**src/include/bwi_cfg.svh**
```systemverilog
// bwi_cfg.svh: register offsets, field positions, reset values and timing figures
// assumes: included by bare name from the boot/wake interrupt output block
`ifndef BWI_CFG_SVH
`define BWI_CFG_SVH

// register byte addresses on the avalon slave
`define BWI_OFS_ENABLES   5'h00
`define BWI_OFS_PIN_SEL   5'h04
`define BWI_OFS_CONFIG    5'h08
`define BWI_OFS_STATUS    5'h0C
`define BWI_OFS_MASK      5'h10
`define BWI_OFS_STATE     5'h14

// irq_output_enables fields
`define BWI_EN_WAKE_OUT   0
`define BWI_EN_BOOT_IRQ_DISABLE   1
// pin select fields
`define BWI_SEL_WAKE_B    0
`define BWI_SEL_BOOT_B    1
// sensor_config_four fields
`define BWI_CFG_POL       0
`define BWI_CFG_PINB_FUNC 1
// status and mask fields
`define BWI_ST_BOOT_PULSE 0
`define BWI_ST_WAKE_ENTER 1
`define BWI_ST_WAKE_LEAVE 2

`define BWI_RST_BYTE      8'h00
`define BWI_SYS_WAKE      2'h1

// timing figures
`define BWI_CLK_KHZ        40000
`define BWI_PULSE_SHORT_US 10
`define BWI_PULSE_LONG_MS  1

`endif

```
**src/include/bwi_pkg.sv**
```systemverilog
// bwi_pkg: types of the boot/wake interrupt output block
// assumes: compiled before the rtl files
package bwi_pkg;
	typedef enum logic [2:0] {
		BWI_BOOT_WAIT  = 3'b001,
		BWI_BOOT_PULSE = 3'b010,
		BWI_BOOT_DONE  = 3'b100
	} bwi_boot_e;

	typedef logic [7:0] bwi_byte_t;
endpackage

```
**src/rtl/bwi_irq_out.sv**
```systemverilog
// bwi_irq_out: boot-complete pulse and wake-state level on the two interrupt pins
// assumes: boot_done, sys_mode, soft_reset, hibernate_entry come from logic on clock;
// boot_strap_select is a board pin; avalon master holds requests until waitrequest low
`timescale 1ns/1ps
`include "bwi_cfg.svh"
module bwi_irq_out #(
	parameter int unsigned CLK_KHZ        = `BWI_CLK_KHZ,
	parameter int unsigned PULSE_SHORT_US = `BWI_PULSE_SHORT_US,
	parameter int unsigned PULSE_LONG_MS  = `BWI_PULSE_LONG_MS
) (
	input  wire logic          clock,
	input  wire logic          resetn,
	input  wire logic          clk_en,
	input  wire logic [4:0]    avs_address,
	input  wire logic          avs_read,
	input  wire logic          avs_write,
	input  wire logic [31:0]   avs_writedata,
	input  wire logic [3:0]    avs_byteenable,
	output logic [31:0]        avs_readdata,
	output logic               avs_waitrequest,
	input  wire logic          boot_done,
	input  wire logic [1:0]    sys_mode,
	input  wire logic          soft_reset,
	input  wire logic          hibernate_entry,
	input  wire logic          boot_strap_select,
	output logic               irq_pin_a_o,
	output logic               irq_pin_a_oe,
	output logic               irq_pin_b_o,
	output logic               irq_pin_b_oe,
	output logic               irq
);
	import bwi_pkg::*;

	localparam int unsigned SHORT_RAW = (PULSE_SHORT_US * CLK_KHZ) / 1000;
	localparam int unsigned SHORT_CYC = (SHORT_RAW < 1) ? 1 : SHORT_RAW;
	localparam int unsigned LONG_CYC  = (PULSE_LONG_MS * CLK_KHZ < 1) ? 1 : PULSE_LONG_MS * CLK_KHZ;

	bwi_byte_t  enables_q;
	bwi_byte_t  pin_sel_q;
	bwi_byte_t  config_q;
	bwi_byte_t  status_q;
	bwi_byte_t  mask_q;
	bwi_boot_e  boot_state_q;
	logic       strap_meta_q;
	logic       strap_q;
	logic       in_wake_q;
	logic       ack_q;
	logic       pulse_busy;
	logic       boot_fire;
	logic       wr_en;
	logic       boot_on_b;
	logic       wake_on_b;
	logic       boot_act;
	logic       wake_act_a;
	logic       wake_act_b;
	logic       act_a;
	logic       act_b;
	logic       in_wake;
	bwi_byte_t  set_ev;

	function automatic logic hit(input logic [4:0] addr, input logic [4:0] ofs);
		hit = (addr == ofs);
	endfunction

	// strap pin synchroniser
	always_ff @(posedge clock or negedge resetn) begin
		if (!resetn) begin
			strap_meta_q <= 1'b0;
			strap_q      <= 1'b0;
		end else if (clk_en) begin
			strap_meta_q <= boot_strap_select;
			strap_q      <= strap_meta_q;
		end
	end

	// avalon slave: one wait cycle, then the access completes
	assign wr_en = avs_write && !avs_waitrequest && avs_byteenable[0];

	always_ff @(posedge clock or negedge resetn) begin
		if (!resetn) begin
			ack_q           <= 1'b0;
			avs_waitrequest <= 1'b1;
			avs_readdata    <= 32'h00000000;
		end else if (clk_en) begin
			ack_q           <= (avs_read || avs_write) && !ack_q;
			avs_waitrequest <= !((avs_read || avs_write) && !ack_q);
			if (avs_read && !ack_q) begin
				unique case (1'b1)
					hit(avs_address, `BWI_OFS_ENABLES): avs_readdata <= {24'h000000, enables_q};
					hit(avs_address, `BWI_OFS_PIN_SEL): avs_readdata <= {24'h000000, pin_sel_q};
					hit(avs_address, `BWI_OFS_CONFIG):  avs_readdata <= {24'h000000, config_q};
					hit(avs_address, `BWI_OFS_STATUS):  avs_readdata <= {24'h000000, status_q};
					hit(avs_address, `BWI_OFS_MASK):    avs_readdata <= {24'h000000, mask_q};
					hit(avs_address, `BWI_OFS_STATE):   avs_readdata <= {24'h000000, boot_state_q,
						pulse_busy, strap_q, in_wake_q, irq_pin_b_o, irq_pin_a_o};
					default:                            avs_readdata <= 32'h00000000;
				endcase
			end
		end
	end

	// enables: boot disable kept over soft reset, cleared on hibernate
	always_ff @(posedge clock or negedge resetn) begin
		if (!resetn) begin
			enables_q <= `BWI_RST_BYTE;
		end else if (clk_en) begin
			if (hibernate_entry) begin
				enables_q <= `BWI_RST_BYTE;
			end else if (soft_reset) begin
				enables_q <= enables_q & (8'h01 << `BWI_EN_BOOT_IRQ_DISABLE);
			end else if (wr_en && hit(avs_address, `BWI_OFS_ENABLES)) begin
				enables_q <= avs_writedata[7:0];
			end
		end
	end

	// pin select: boot route also kept over soft reset
	always_ff @(posedge clock or negedge resetn) begin
		if (!resetn) begin
			pin_sel_q <= `BWI_RST_BYTE;
		end else if (clk_en) begin
			if (hibernate_entry) begin
				pin_sel_q <= `BWI_RST_BYTE;
			end else if (soft_reset) begin
				pin_sel_q <= pin_sel_q & (8'h01 << `BWI_SEL_BOOT_B);
			end else if (wr_en && hit(avs_address, `BWI_OFS_PIN_SEL)) begin
				pin_sel_q <= avs_writedata[7:0];
			end
		end
	end

	always_ff @(posedge clock or negedge resetn) begin
		if (!resetn) begin
			config_q <= `BWI_RST_BYTE;
			mask_q   <= `BWI_RST_BYTE;
		end else if (clk_en) begin
			if (soft_reset || hibernate_entry) begin
				config_q <= `BWI_RST_BYTE;
				mask_q   <= `BWI_RST_BYTE;
			end else if (wr_en) begin
				if (hit(avs_address, `BWI_OFS_CONFIG)) begin
					config_q <= avs_writedata[7:0];
				end
				if (hit(avs_address, `BWI_OFS_MASK)) begin
					mask_q <= avs_writedata[7:0];
				end
			end
		end
	end

	// boot pulse sequencer: armed at power-up and by soft reset
	assign boot_fire = (boot_state_q == BWI_BOOT_WAIT) && boot_done
		&& (strap_q || !enables_q[`BWI_EN_BOOT_IRQ_DISABLE]);

	always_ff @(posedge clock or negedge resetn) begin
		if (!resetn) begin
			boot_state_q <= BWI_BOOT_WAIT;
		end else if (clk_en) begin
			if (soft_reset) begin
				boot_state_q <= BWI_BOOT_WAIT;
			end else begin
				unique case (boot_state_q)
					BWI_BOOT_WAIT: begin
						if (boot_fire) begin
							boot_state_q <= BWI_BOOT_PULSE;
						end else if (boot_done) begin
							boot_state_q <= BWI_BOOT_DONE;
						end
					end
					BWI_BOOT_PULSE: begin
						if (!pulse_busy) begin
							boot_state_q <= BWI_BOOT_DONE;
						end
					end
					BWI_BOOT_DONE: boot_state_q <= BWI_BOOT_DONE;
					default:       boot_state_q <= BWI_BOOT_WAIT;
				endcase
			end
		end
	end

	bwi_pulse_timer #(
		.SHORT_CYC (SHORT_CYC),
		.LONG_CYC  (LONG_CYC),
		.CW        (32)
	) u_timer (
		.clock     (clock),
		.resetn    (resetn),
		.clk_en    (clk_en),
		.start     (boot_fire),
		.use_long  (strap_q),
		.busy_q    (pulse_busy)
	);

	// pin routing; a pin b select is dropped to pin a while b is a trigger input, but the strap keeps the boot pulse on pin b
	assign boot_on_b  = strap_q || (pin_sel_q[`BWI_SEL_BOOT_B] && !config_q[`BWI_CFG_PINB_FUNC]);
	assign wake_on_b  = pin_sel_q[`BWI_SEL_WAKE_B] && !config_q[`BWI_CFG_PINB_FUNC];
	assign in_wake    = (sys_mode == `BWI_SYS_WAKE);
	assign boot_act   = (boot_state_q == BWI_BOOT_PULSE) && pulse_busy;
	assign wake_act_a = enables_q[`BWI_EN_WAKE_OUT] && in_wake && !wake_on_b;
	assign wake_act_b = enables_q[`BWI_EN_WAKE_OUT] && in_wake && wake_on_b && !strap_q;
	assign act_a      = (boot_act && !boot_on_b) || wake_act_a;
	assign act_b      = (boot_act && boot_on_b) || wake_act_b;

	always_ff @(posedge clock or negedge resetn) begin
		if (!resetn) begin
			irq_pin_a_o  <= 1'b0;
			irq_pin_a_oe <= 1'b0;
			irq_pin_b_o  <= 1'b0;
			irq_pin_b_oe <= 1'b0;
		end else if (clk_en) begin
			// level follows polarity and inactive level is the opposite, except strapped pin b: driven low while active, released otherwise
			irq_pin_a_o  <= act_a ~^ config_q[`BWI_CFG_POL];
			irq_pin_a_oe <= 1'b1;
			if (strap_q) begin
				irq_pin_b_o  <= 1'b0;
				irq_pin_b_oe <= act_b;
			end else begin
				irq_pin_b_o  <= act_b ~^ config_q[`BWI_CFG_POL];
				irq_pin_b_oe <= !config_q[`BWI_CFG_PINB_FUNC];
			end
		end
	end

	// sticky events, write one to clear, a new event wins over the clear
	always_ff @(posedge clock or negedge resetn) begin
		if (!resetn) begin
			in_wake_q <= 1'b0;
		end else if (clk_en) begin
			in_wake_q <= in_wake;
		end
	end

	always_comb begin
		set_ev = 8'h00;
		set_ev[`BWI_ST_BOOT_PULSE] = boot_fire;
		set_ev[`BWI_ST_WAKE_ENTER] = in_wake && !in_wake_q;
		set_ev[`BWI_ST_WAKE_LEAVE] = !in_wake && in_wake_q;
	end

	always_ff @(posedge clock or negedge resetn) begin
		if (!resetn) begin
			status_q <= `BWI_RST_BYTE;
			irq      <= 1'b0;
		end else if (clk_en) begin
			if (wr_en && hit(avs_address, `BWI_OFS_STATUS)) begin
				status_q <= (status_q & ~avs_writedata[7:0]) | set_ev;
			end else begin
				status_q <= status_q | set_ev;
			end
			irq <= |(status_q & mask_q);
		end
	end

	// checks
	// counts busy cycles of the current boot pulse
	logic [31:0] pulse_len_q;
	always_ff @(posedge clock or negedge resetn) begin
		if (!resetn) begin
			pulse_len_q <= 32'h00000000;
		end else if (clk_en) begin
			pulse_len_q <= boot_fire ? 32'h00000000 : (pulse_busy ? pulse_len_q + 32'h00000001 : pulse_len_q);
		end
	end
endmodule // bwi_irq_out

```
**src/rtl/bwi_pulse_timer.sv**
```systemverilog
// bwi_pulse_timer: counts one pulse of either of two lengths
// assumes: start is a one-cycle pulse on the same clock; lengths at least one cycle
`timescale 1ns/1ps
module bwi_pulse_timer #(
	parameter int unsigned SHORT_CYC = 400,
	parameter int unsigned LONG_CYC  = 40000,
	parameter int unsigned CW        = 32
) (
	input  wire logic clock,
	input  wire logic resetn,
	input  wire logic clk_en,
	input  wire logic start,
	input  wire logic use_long,
	output logic      busy_q
);
	logic [CW-1:0] left_q;

	always_ff @(posedge clock or negedge resetn) begin
		if (!resetn) begin
			left_q <= '0;
			busy_q <= 1'b0;
		end else if (clk_en) begin
			if (start) begin
				left_q <= use_long ? CW'(LONG_CYC - 1) : CW'(SHORT_CYC - 1);
				busy_q <= 1'b1;
			end else if (busy_q) begin
				if (left_q == '0) begin
					busy_q <= 1'b0;
				end else begin
					left_q <= left_q - CW'(1);
				end
			end
		end
	end
endmodule // bwi_pulse_timer

```
**config.mk**
```make
export PLATFORM = sky130hd
export DESIGN_NAME = bwi_irq_out
export DESIGN_NICKNAME = d
export VERILOG_FILES = /design/src/include/bwi_pkg.sv /design/src/rtl/bwi_irq_out.sv /design/src/rtl/bwi_pulse_timer.sv
export VERILOG_INCLUDE_DIRS = /design/src /design/src/include
export SDC_FILE = /design/constraint.sdc
export NUM_CORES = 1
export LEC_CHECK = 0
export ABC_AREA = 1
export BUFFER_PORTS_ARGS = -buffer_cell sky130_fd_sc_hd__buf_2
export CORE_MARGIN = 1
export CORE_UTILIZATION = 52
export CTS_CLUSTER_DIAMETER = 40
export DETAILED_ROUTE_END_ITERATION = 10
export PLACE_DENSITY = 0.77
export SLEW_MARGIN = 10
export SYNTH_ARGS = -nofsm -noshare
export SYNTH_HDL_FRONTEND = slang
export SYNTH_SLANG_ARGS = --single-unit
```
**constraint.sdc**
```tcl
create_clock -name clock -period 1.7 [get_ports clock]
set_input_delay 0.255 -clock clock [delete_from_list [all_inputs] [get_ports clock]]
set_output_delay 0.255 -clock clock [all_outputs]
set_load 0.02 [all_outputs]
```
==> results_dict.tcl, run 1 <==
set metrics [dict create \
    num_rows 37 \
    grtUsageTotal_pct 26.6 \
    use_met3_pct 3.49 \
    wl_per_cell_um 14.7 \
    cts_tree "yes" \
    busiest_layer "met2" \
    die_h_um 105 \
    core_area_sq_um 10300 \
    maxSlewViolCount 0 \
    hold_viol 0 \
    required_ns 1.97 \
    grt_pass1_vias 5079 \
    critical_path.max_fanout 10 \
    port_buffers 38 \
    hold_path_class "input pin to flop" \
    synthCells 754 \
    power_frac_seq_pct 30.6 \
    setup_viol 14 \
    final_antenna_net_count 0 \
    fin_ws_ns -0.0192 \
    drv_cap 0 \
    nNetsFinal 902 \
    syn_area_per_cell_sq_um 7.27 \
    grt-ovfl-total 0 \
    p_per_area_nw_per_um2 1570 \
    fin_tns_setup_ns -0.114 \
    gp_congestion 0.896 \
    hpwl_mm 10.5 \
    cts_buffers 9 \
    vias_per_cell 5.36 \
    worst_skew_pair.late_latency_ns 0.39 \
    relSlewSlack_pct 60.6 \
    placed_cell_area_sq_um 6050 \
    start_util_pct 53.3 \
    grt_pass1_wl_mm 23.2 \
    dieArea_sq_um 11000 \
    layout.cells.non_filler 990 \
    synthesis.area_sq_um 5480 \
    skew_ns 0.0160 \
    cp-start-kind "flop" \
    gr-usage-met1_pct 32.4 \
    post-place-ws_ns -0.0437 \
    power.share.clock_pct 16.6 \
    clockBufferDepth 2 \
    synth_area_leader_cell "dfrtp_1" \
    vias 5309 \
    die_x_um 105 \
    status "finished with violations" \
    h-tree-depth 3 \
    dr.pass1.iters 5 \
    timing.final.crit_share_pct 101 \
    end_kind "flop" \
    p_leak_nw 3.36 \
    worstMarginPinSlew_ns 0.591 \
    ys_types 39 \
    synth_top_area_share_pct 42.0 \
    dp_cells 959 \
    first_iter_violations 354 \
    grt_util_met2_pct 46.1 \
    crit_arrival_ns 1.99 \
    grt_setup_unrepaired "yes" \
    drive_above_1_share_pct 22.8 \
    totalPowerFinal_mw 10.3 \
    fmax_ghz 0.582 \
    area_growth_pct 20.1 \
    comb_power_share_pct 52.8 \
    peakVddDrop_mv 0.847 \
    antenna_found_initial 0 \
    power.internal_mw 5.66 \
    yosysSeqAreaShare_pct 43.0 \
    clk_pin_slew_ns 0.11 \
    p_sw_mw 4.67 \
    cts_num_sinks 94 \
    final_cell_area_sq_um 6580 \
    hold_slack_ns 0.0425 \
    crit_type "flop to flop" \
    grt_max_degree 38 \
    drc 0 \
    final_util_pct 64.0 \
    io_pins 90 \
    violations "setup timing" \
    antenna_cells 0 \
    ys_ff_latch 94 \
    cts-root-buf "clkbuf_8" \
    swShare_pct 45.2 \
    synthTopCellsByArea "dfrtp_1 (42%), nand2_1 (14%), nor2_1 (7.5%)" \
    layout_min_cycle_time_ns 1.72 \
    yosysWarningCount 0 \
    wl_mm 14.6 \
]
-- timing repair --
item,4_1_cts,5_1_grt
cloned,0,2
hold buffers,1,0
endpoints found under the hold margin,30,0
endpoints found under the setup margin,30,30
resized for setup,3,56
pin swaps,1,4
setup buffers,1,11
-- worst max-delay path, stage by stage, from the launching register on --
cell and delay [ns]:
dfrtp_1 0.45, nor2_2 0.16, nand2_2 0.11, nor2_4 0.15, nand2_2 0.09, nor2_4 0.11, nor2_4 0.07, nor2_8 0.18
clkbuf_16 0.21, o21ai_1 0.07
-- power groups by stage --
stage | logic (mW) | registers (mW) | clock network (mW)
after floorplan | 3.05 | 3.14 | 0
after global placement | 4.44 | 3.08 | 0
after detailed placement | 4.58 | 3.10 | 0
after CTS | 4.65 | 3.07 | 1.73
after global routing | 6.05 | 3.21 | 1.80
final | 5.45 | 3.16 | 1.71
-- synthesized netlist by cell type, drive strengths merged --
cell and instances:
a22oi 8, o211ai 2, inv 91, nand3 40, o22ai 5, buf 33
a221oi 1, xor2 7, or2 1, nor3 9, xnor2 2, ha 1
o21bai 7, clkbuf 7, nor2 119, o31ai 3, dfrtp 92, dfstp 2
a31oi 1, o21a 1, nand2 205, nand3b 1, conb 1, nand4 10
o21ai 85, clkinv 1, a21oi 19
-- sequential cells by signal, indices dropped and copies added (netlist names) --
signal,count
strap_meta_q,1
in_wake_q,1
enables_q,8
ack_q,1
avs_waitrequest,1
mask_q,8
status_q,8
config_q,8
avs_readdata,8
strap_q,1
pin_sel_q,8
irq_pin_b_oe,1
u_timer.busy_q,1
irq_pin_a_oe,1
boot_state_q,3
irq_pin_b_o,1
u_timer.left_q,32
irq_pin_a_o,1
irq,1
-- cell usage in the layout, fill, tap and decap left out, types with 3 or more instances in the layout --
master	n
o21bai_1	7
inv_2	5
o22ai_1	5
dfrtp_1	85
a21oi_1	19
nor3_1	9
xor2_1	7
nor2_4	10
nand2_1	189
nor2_2	19
conb_1	24
nand4_1	10
clkbuf_8	9
nand3_1	38
nor2_1	89
a22oi_1	8
buf_4	58
o21ai_0	68
dfrtp_2	7
nand2_2	15
o21ai_1	5
buf_2	37
buf_12	3
o21ai_2	12
inv_1	86
-- per-layer routing --
metal | share of wire, % | wire length [um]
met1 | 40 | 5890
met5 | 0 | 0
met4 | 3.2 | 473
met3 | 5.3 | 774
met2 | 51 | 7420
-- kinds of logic after synthesis --
logic type	Yosys count	share of synthesized area (%)
AO/OA/AOI/OAI	132	14.6
XOR/XNOR	9	1.44
adder cells (fa/ha/maj)	1	0.228
buffers and inverters	132	11.3
flip-flops	94	43.0
other	1	0.0684
AND/OR/NAND/NOR	385	29.4
-- area by class of cell --
| cell class | instances | area (sq um) |
|---|---|---|
| Timing Repair Buffer | 101 | 741 |
| Multi-Input combinational cell | 551 | 2740 |
| Clock inverter | 6 | 96.3 |
| Tap cell | 136 | 170 |
| Fill cell | 875 | 3700 |
| Sequential cell | 94 | 2360 |
| Inverter | 92 | 347 |
| Clock buffer | 10 | 128 |
-- worst paths after layout --
path	end	slack, ns	from	cells after the start
worst max-delay path	u_timer.left_q[29]$_DFFE_PN0P_	-0.02	u_timer.left_q[15]$_DFFE_PN0P_	9
worst min-delay path	status_q[4]$_DFFE_PN0P_	0.04	avs_writedata[4]	2
worst max register to register	u_timer.left_q[29]$_DFFE_PN0P_	-0.02	u_timer.left_q[15]$_DFFE_PN0P_	9
worst min register to register	irq_pin_a_oe$_DFFE_PN0P_	0.48	irq_pin_a_oe$_DFFE_PN0P_	1
max in group asynchronous	u_timer.left_q[8]$_DFFE_PN0P_	0.72	resetn	3
min in group asynchronous	ack_q$_DFFE_PN0P_	0.38	resetn	2
Power figures use the tool's default switching activity.
==> run 2: changes to the inputs <==
--- a/config.mk
+++ b/config.mk
@@ -10,8 +10,8 @@
 export BUFFER_PORTS_ARGS = -buffer_cell sky130_fd_sc_hd__buf_2
 export CORE_MARGIN = 1
-export CORE_UTILIZATION = 52
+export CORE_UTILIZATION = 61
 export CTS_CLUSTER_DIAMETER = 40
 export DETAILED_ROUTE_END_ITERATION = 10
-export PLACE_DENSITY = 0.77
+export PLACE_DENSITY = 0.85
 export SLEW_MARGIN = 10
 export SYNTH_ARGS = -nofsm -noshare
==> constraint.sdc (replaced) <==
create_clock -name clock -period 2.05 [get_ports clock]
set_input_delay 0.41 -clock clock [delete_from_list [all_inputs] [get_ports clock]]
set_output_delay 0.41 -clock clock [all_outputs]
set_load 0.02 [all_outputs]
==> run 2 against run 1 <==
Against the previous run:
- sequential cell count unchanged
- clock skew is 0.0053 ns lower
- sequential share of layout area up 3.3 points
- non-clock buffer count is 44 lower
- global-route usage increased by 3.6 points
- die area decreased by 14%
- the run now ends clean
- count of clock-buffer cells in the layout shrank 1
- largest power group unchanged
- final cell count is 7.3% lower
- worst hold slack gained 0.17 ns
==> results_dict.tcl, run 2 (synthesis results as in run 1) <==
set metrics [dict create \
    fin_tns_setup_ns 0 \
    multi_input_area_sq_um 2600 \
    grtUsageTotal_pct 30.2 \
    cp_slowest_cell "nor2_1" \
    final_antenna_net_count 0 \
    worstMarginPinSlew_ns 0.634 \
    wl_mm 13.3 \
    cts_tree "yes" \
    route.met2.wl_mm 6.69 \
    end_kind "flop" \
    cts_buffers 9 \
    worst_skew_pair.late_latency_ns 0.37 \
    peakVddDrop_mv 0.511 \
    nNetsFinal 858 \
    antenna_cells 0 \
    drv_cap 0 \
    vias_per_cell 5.55 \
    wl_per_cell_um 14.5 \
    num_rows 34 \
    largest_register_ffs 32 \
    crit_type "flop to flop" \
    gp_congestion 0.900 \
    layout.cells.non_filler 918 \
    seq_area_sq_um 2350 \
    final_common_cell "nand2_1" \
    reg2reg_depth 9 \
    grt_pass1_wl_mm 22.9 \
    hold_path_class "input pin to flop" \
    layout_common_cells "nand2_1 (203), nor2_1 (107), dfrtp_1 (92), inv_1 (90), o21ai_0 (69)" \
    dr.max_layer_used "met4" \
    fmax_ghz 0.525 \
    skew_ns 0.0107 \
    dp_cells 901 \
    cts_num_sinks 94 \
    met1_length_mm 5.25 \
    status "complete, no violations" \
    grt_setup_unrepaired "no" \
    port_buffers 38 \
    relSlewSlack_pct 57.7 \
    required_ns 2.34 \
    grt_max_degree 42 \
    start_util_pct 62.8 \
    largest-register "u_timer.left_q" \
    setup_viol 0 \
    antenna_found_initial 0 \
    vias 5099 \
    io_pins 90 \
    hpwl_mm 9.85 \
    clockBufferDepth 2 \
    dr.pass1.iters 7 \
    first_iter_violations 246 \
    layout_min_cycle_time_ns 1.90 \
    drc 0 \
    area_growth_pct 9.57 \
    postCtsSetupBuffers 0 \
    cts-root-buf "clkbuf_8" \
    crit_arrival_ns 2.19 \
    max_stage_delay_ns 0.40 \
    dieArea_sq_um 9370 \
    timing.final.crit_share_pct 92.8 \
    p_per_area_nw_per_um2 1210 \
    min_delay_path_depth 2 \
    met3WireLength_um 802 \
    maxSlewViolCount 0 \
    cp_cell_sequence "inv_1 -> ha_1 -> buf_4 -> nand3_1 -> nor2_1 -> nand3_1 -> nand2_1 -> nand3_1 -> o21ai_1" \
    cp-start-kind "flop" \
    grt_pass1_vias 5101 \
    p_leak_nw 3.08 \
    die_h_um 96.8 \
    clk_pin_slew_ns 0.10 \
    core_area_sq_um 8720 \
    drive_above_1_share_pct 12.7 \
    grt-ovfl-total 0 \
    critical_path.max_fanout 5 \
    h-tree-depth 3 \
    fillers 703 \
    die_x_um 96.8 \
    path_common_cell "nand3_1" \
    hold_viol 0 \
]
-- run 2: what timing repair did --
item | in CTS | in global routing
resized for setup | 0 | 3
hold endpoints to repair | 11 | 0
setup endpoints to repair | 0 | 1
hold buffers | 1 | 0
-- run 2: final timing paths --
| check | from | end | slack (ns) |
|---|---|---|---|
| max | u_timer.left_q[0]$_DFFE_PN0P_ | u_timer.left_q[26]$_DFFE_PN0P_ | 0.15 |
| min in group asynchronous | resetn | u_timer.left_q[11]$_DFFE_PN0P_ | 0.53 |
| min | avs_writedata[5] | status_q[5]$_DFFE_PN0P_ | 0.22 |
| max in group asynchronous | resetn | avs_waitrequest$_DFFE_PN1P_ | 0.95 |
| max reg2reg | u_timer.left_q[0]$_DFFE_PN0P_ | u_timer.left_q[26]$_DFFE_PN0P_ | 0.15 |
| min reg2reg | irq_pin_a_oe$_DFFE_PN0P_ | irq_pin_a_oe$_DFFE_PN0P_ | 0.48 |
-- run 2: final cells by class --
| cell class | instances | area share [%] |
|---|---|---|
| clock buffers | 9 | 2.06 |
| clock inverters | 7 | 1.10 |
| inverters | 92 | 5.75 |
| multi-input cells | 551 | 43.4 |
| flip-flops and latches | 94 | 39.2 |
| well taps | 108 | 2.25 |
| repair buffers | 57 | 6.25 |
-- run 2: through the flow --
| step | worst slack, ns | util (%) | power, mW | cell area [sq um] | hold WS, ns |
|---|---|---|---|---|---|
| after floorplan | 0.356 | - | 5.14 | 5570 | 0.114 |
| after global placement | 0.244 | 66.4 | 5.86 | 5790 | 0.395 |
| after detailed placement | 0.203 | 66.4 | 5.99 | 5790 | 0.399 |
| after CTS | 0.175 | 68.7 | 7.21 | 5990 | 0.200 |
| after global routing | 0.0195 | 68.8 | 7.88 | 6000 | 0.207 |
| final | 0.147 | 68.8 | 7.25 | 6000 | 0.216 |
-- run 2: per-layer routing --
| metal | track usage (%) | up-vias |
|---|---|---|
| met4 | 17.6 | 0 |
| li1 | - | 2464 |
| met1 | 36.1 | 2365 |
| met3 | 4.55 | 52 |
| met2 | 51.7 | 218 |
| met5 | 0 | - |
-- run 2: worst max-delay path, delay by kind of cell, from the launching register on --
| family | cells | cell delay [ns] |
|---|---|---|
| AOI/OAI and AO/OA | 1 | 0.14 |
| and+or+nand+nor | 5 | 0.85 |
| DFF | 1 | 0.37 |
| adders and majority gates | 1 | 0.20 |
| buffers and inverters | 2 | 0.26 |
-- run 2: where the power goes --
part / switching [mW] / internal (mW) / total (mW)
Clock: 0.727 / 0.473 / 1.20
Combinational: 2.36 / 1.08 / 3.44
Sequential: 0.374 / 2.24 / 2.61
Total: 3.46 / 3.78 / 7.25
==> run 3: changes to the inputs <==
- CORE_MARGIN: 1 -> 4
- MAX_ROUTING_LAYER: not set -> met4
==> run 3 against run 2 <==
Against the previous run:
- worst hold slack lost 0.0043 ns
- die area is 13% higher
- power grew 0.87%
- sequential power about the same
- sequential cell count unchanged
- count of clock-buffer cells in the layout unchanged
- final area is 0.54% higher
- first-iteration DRC count increased by 20%
- routed wire length increased by 0.24%
- critical endpoint is now u_timer.left_q[8]$_DFFE_PN0P_
- largest cell class unchanged
==> results_dict.tcl, run 3 (synthesis results as in run 1) <==
set metrics [dict create \
    grt_pass1_vias 5037 \
    endpoint "u_timer.left_q[8]$_DFFE_PN0P_" \
    cp-start-kind "flop" \
    r2r_slack_ns 0.15 \
    num_rows 34 \
    reg2reg_depth 10 \
    wl_per_cell_um 14.5 \
    vias 5102 \
    cts_num_sinks 94 \
    cp_slowest_cell "dfrtp_1" \
    final_common_cell "nand2_1" \
    required_ns 2.32 \
    cts_tree "yes" \
    largest-register "u_timer.left_q" \
    maxSlewViolCount 0 \
    path_common_cell "nand2_1" \
    clk_pin_slew_ns 0.11 \
    drv_cap 0 \
    cp_cell_sequence "inv_1 -> nand3_1 -> inv_2 -> o211ai_4 -> buf_4 -> clkinv_1 -> nand2_1 -> o21ai_0 -> nand2_1 -> nand2_1" \
    cts-root-buf "clkbuf_8" \
    antenna_cells 0 \
    p_leak_nw 3.10 \
    layout_min_cycle_time_ns 1.90 \
    hold_viol 0 \
    relSlewSlack_pct 60.1 \
    clockBufferDepth 2 \
    grt_max_degree 52 \
    crit_type "flop to flop" \
    grtUsageTotal_pct 27.7 \
    port_buffers 38 \
    timing.final.crit_share_pct 92.6 \
    startpoint "boot_state_q[2]$_DFFE_PN0P_" \
    peakVddDrop_mv 0.504 \
    die_x_um 103 \
    crit_arrival_ns 2.17 \
    die_h_um 103 \
    critical_path.max_fanout 24 \
    first_iter_violations 294 \
    worst_skew_pair.late_latency_ns 0.38 \
    regToRegEndpoint "u_timer.left_q[8]$_DFFE_PN0P_" \
    end_kind "flop" \
    dieArea_sq_um 10600 \
    rr_startpoint "boot_state_q[2]$_DFFE_PN0P_" \
    antenna_found_initial 0 \
    setup_viol 0 \
    core_area_sq_um 8720 \
    max_stage_delay_ns 0.40 \
    final_antenna_net_count 0 \
    nNetsFinal 860 \
    drc 0 \
    final_util_pct 69.2 \
    wl_mm 13.3 \
    fmax_ghz 0.527 \
    layout_common_cells "nand2_1 (202), nor2_1 (109), dfrtp_1 (92), inv_1 (90), o21ai_0 (69)" \
    cts_buffers 9 \
    hold_path_class "input pin to flop" \
    hpwl_mm 10.1 \
    io_pins 90 \
    largest_register_ffs 32 \
    vias_per_cell 5.55 \
    h-tree-depth 3 \
    grt_pass1_wl_mm 22.5 \
    grt-ovfl-total 0 \
    gp_congestion 0.948 \
    totalPowerFinal_mw 7.31 \
    area_growth_pct 10.2 \
    drive_above_1_share_pct 12.8 \
    worstMarginPinSlew_ns 0.599 \
    skew_ns 0.00856 \
    dr.pass1.iters 5 \
    fin_tns_setup_ns 0 \
    status "complete, no violations" \
    start_util_pct 62.8 \
    p_per_area_nw_per_um2 1210 \
]
[run 3: cell types whose count changed in the layout (fill, tap and decap cells not counted), moves of 2 or more]
cell        delta
clkinv_8       +2
clkinvlp_4     -2
inv_8          -2
nor2_1         +2
[run 3: layout make-up]
type,instances,area [sq um]
Inverter,92,345
Tap cell,108,135
Timing Repair Buffer,59,403
Clock buffer,9,124
Sequential cell,94,2350
Multi-Input combinational cell,551,2590
Clock inverter,7,78.8
Fill cell,703,2690
[run 3: repair_timing]
item / CTS / global route
buffers inserted: 0 / 0
gates resized for setup: 0 / 1
hold buffers: 1 / 0
hold endpoints to repair: 18 / 0
setup endpoints to repair: 0 / 11
[run 3: how the worst min path moves through the flow]
stage / startpoint / to / slack [ns] / cells after the start
global placement: resetn / u_timer.left_q[3]$_DFFE_PN0P_ / 0.31 / 1
floorplan: resetn / ack_q$_DFFE_PN0P_ / 0.11 / 0
detailed placement: resetn / u_timer.left_q[3]$_DFFE_PN0P_ / 0.32 / 1
finish: avs_writedata[4] / status_q[4]$_DFFE_PN0P_ / 0.21 / 2
CTS: avs_writedata[4] / status_q[4]$_DFFE_PN0P_ / 0.20 / 2
global route: avs_writedata[4] / status_q[4]$_DFFE_PN0P_ / 0.21 / 2
[run 3: metal layers]
layer	global-route usage, %	part of all wire [%]	vias to the layer above
li1	-	-	2473
met3	3.99	5.9	46
met4	12.7	3.2	0
met1	31.9	40	2394
met2	47.8	51	189
met5	-	0	-
[run 3: worst max-delay path: cells and delay by family, from the launching register on]
kind	cells	cell delay (ns)
buffers and inverters	4	0.81
and+or+nand+nor	4	0.41
AOI/OAI and AO/OA	2	0.18
DFF	1	0.40
[run 3: report_power, final]
group	internal [mW]	switching, mW
clock network	0.483	0.770
registers	2.23	0.371
logic	1.11	2.34
[run 3: through the flow]
step / hold slack, ns / setup slack (ns) / instance area, sq um / instances
finish: 0.211 / 0.151 / 6040 / 920
global route: 0.207 / -0.0341 / 6040 / 920
CTS: 0.200 / 0.140 / 6030 / 920
detailed placement: 0.315 / 0.171 / 5820 / 903
global placement: 0.312 / 0.229 / 5820 / 903
floorplan: 0.114 / 0.356 / 5570 / 777
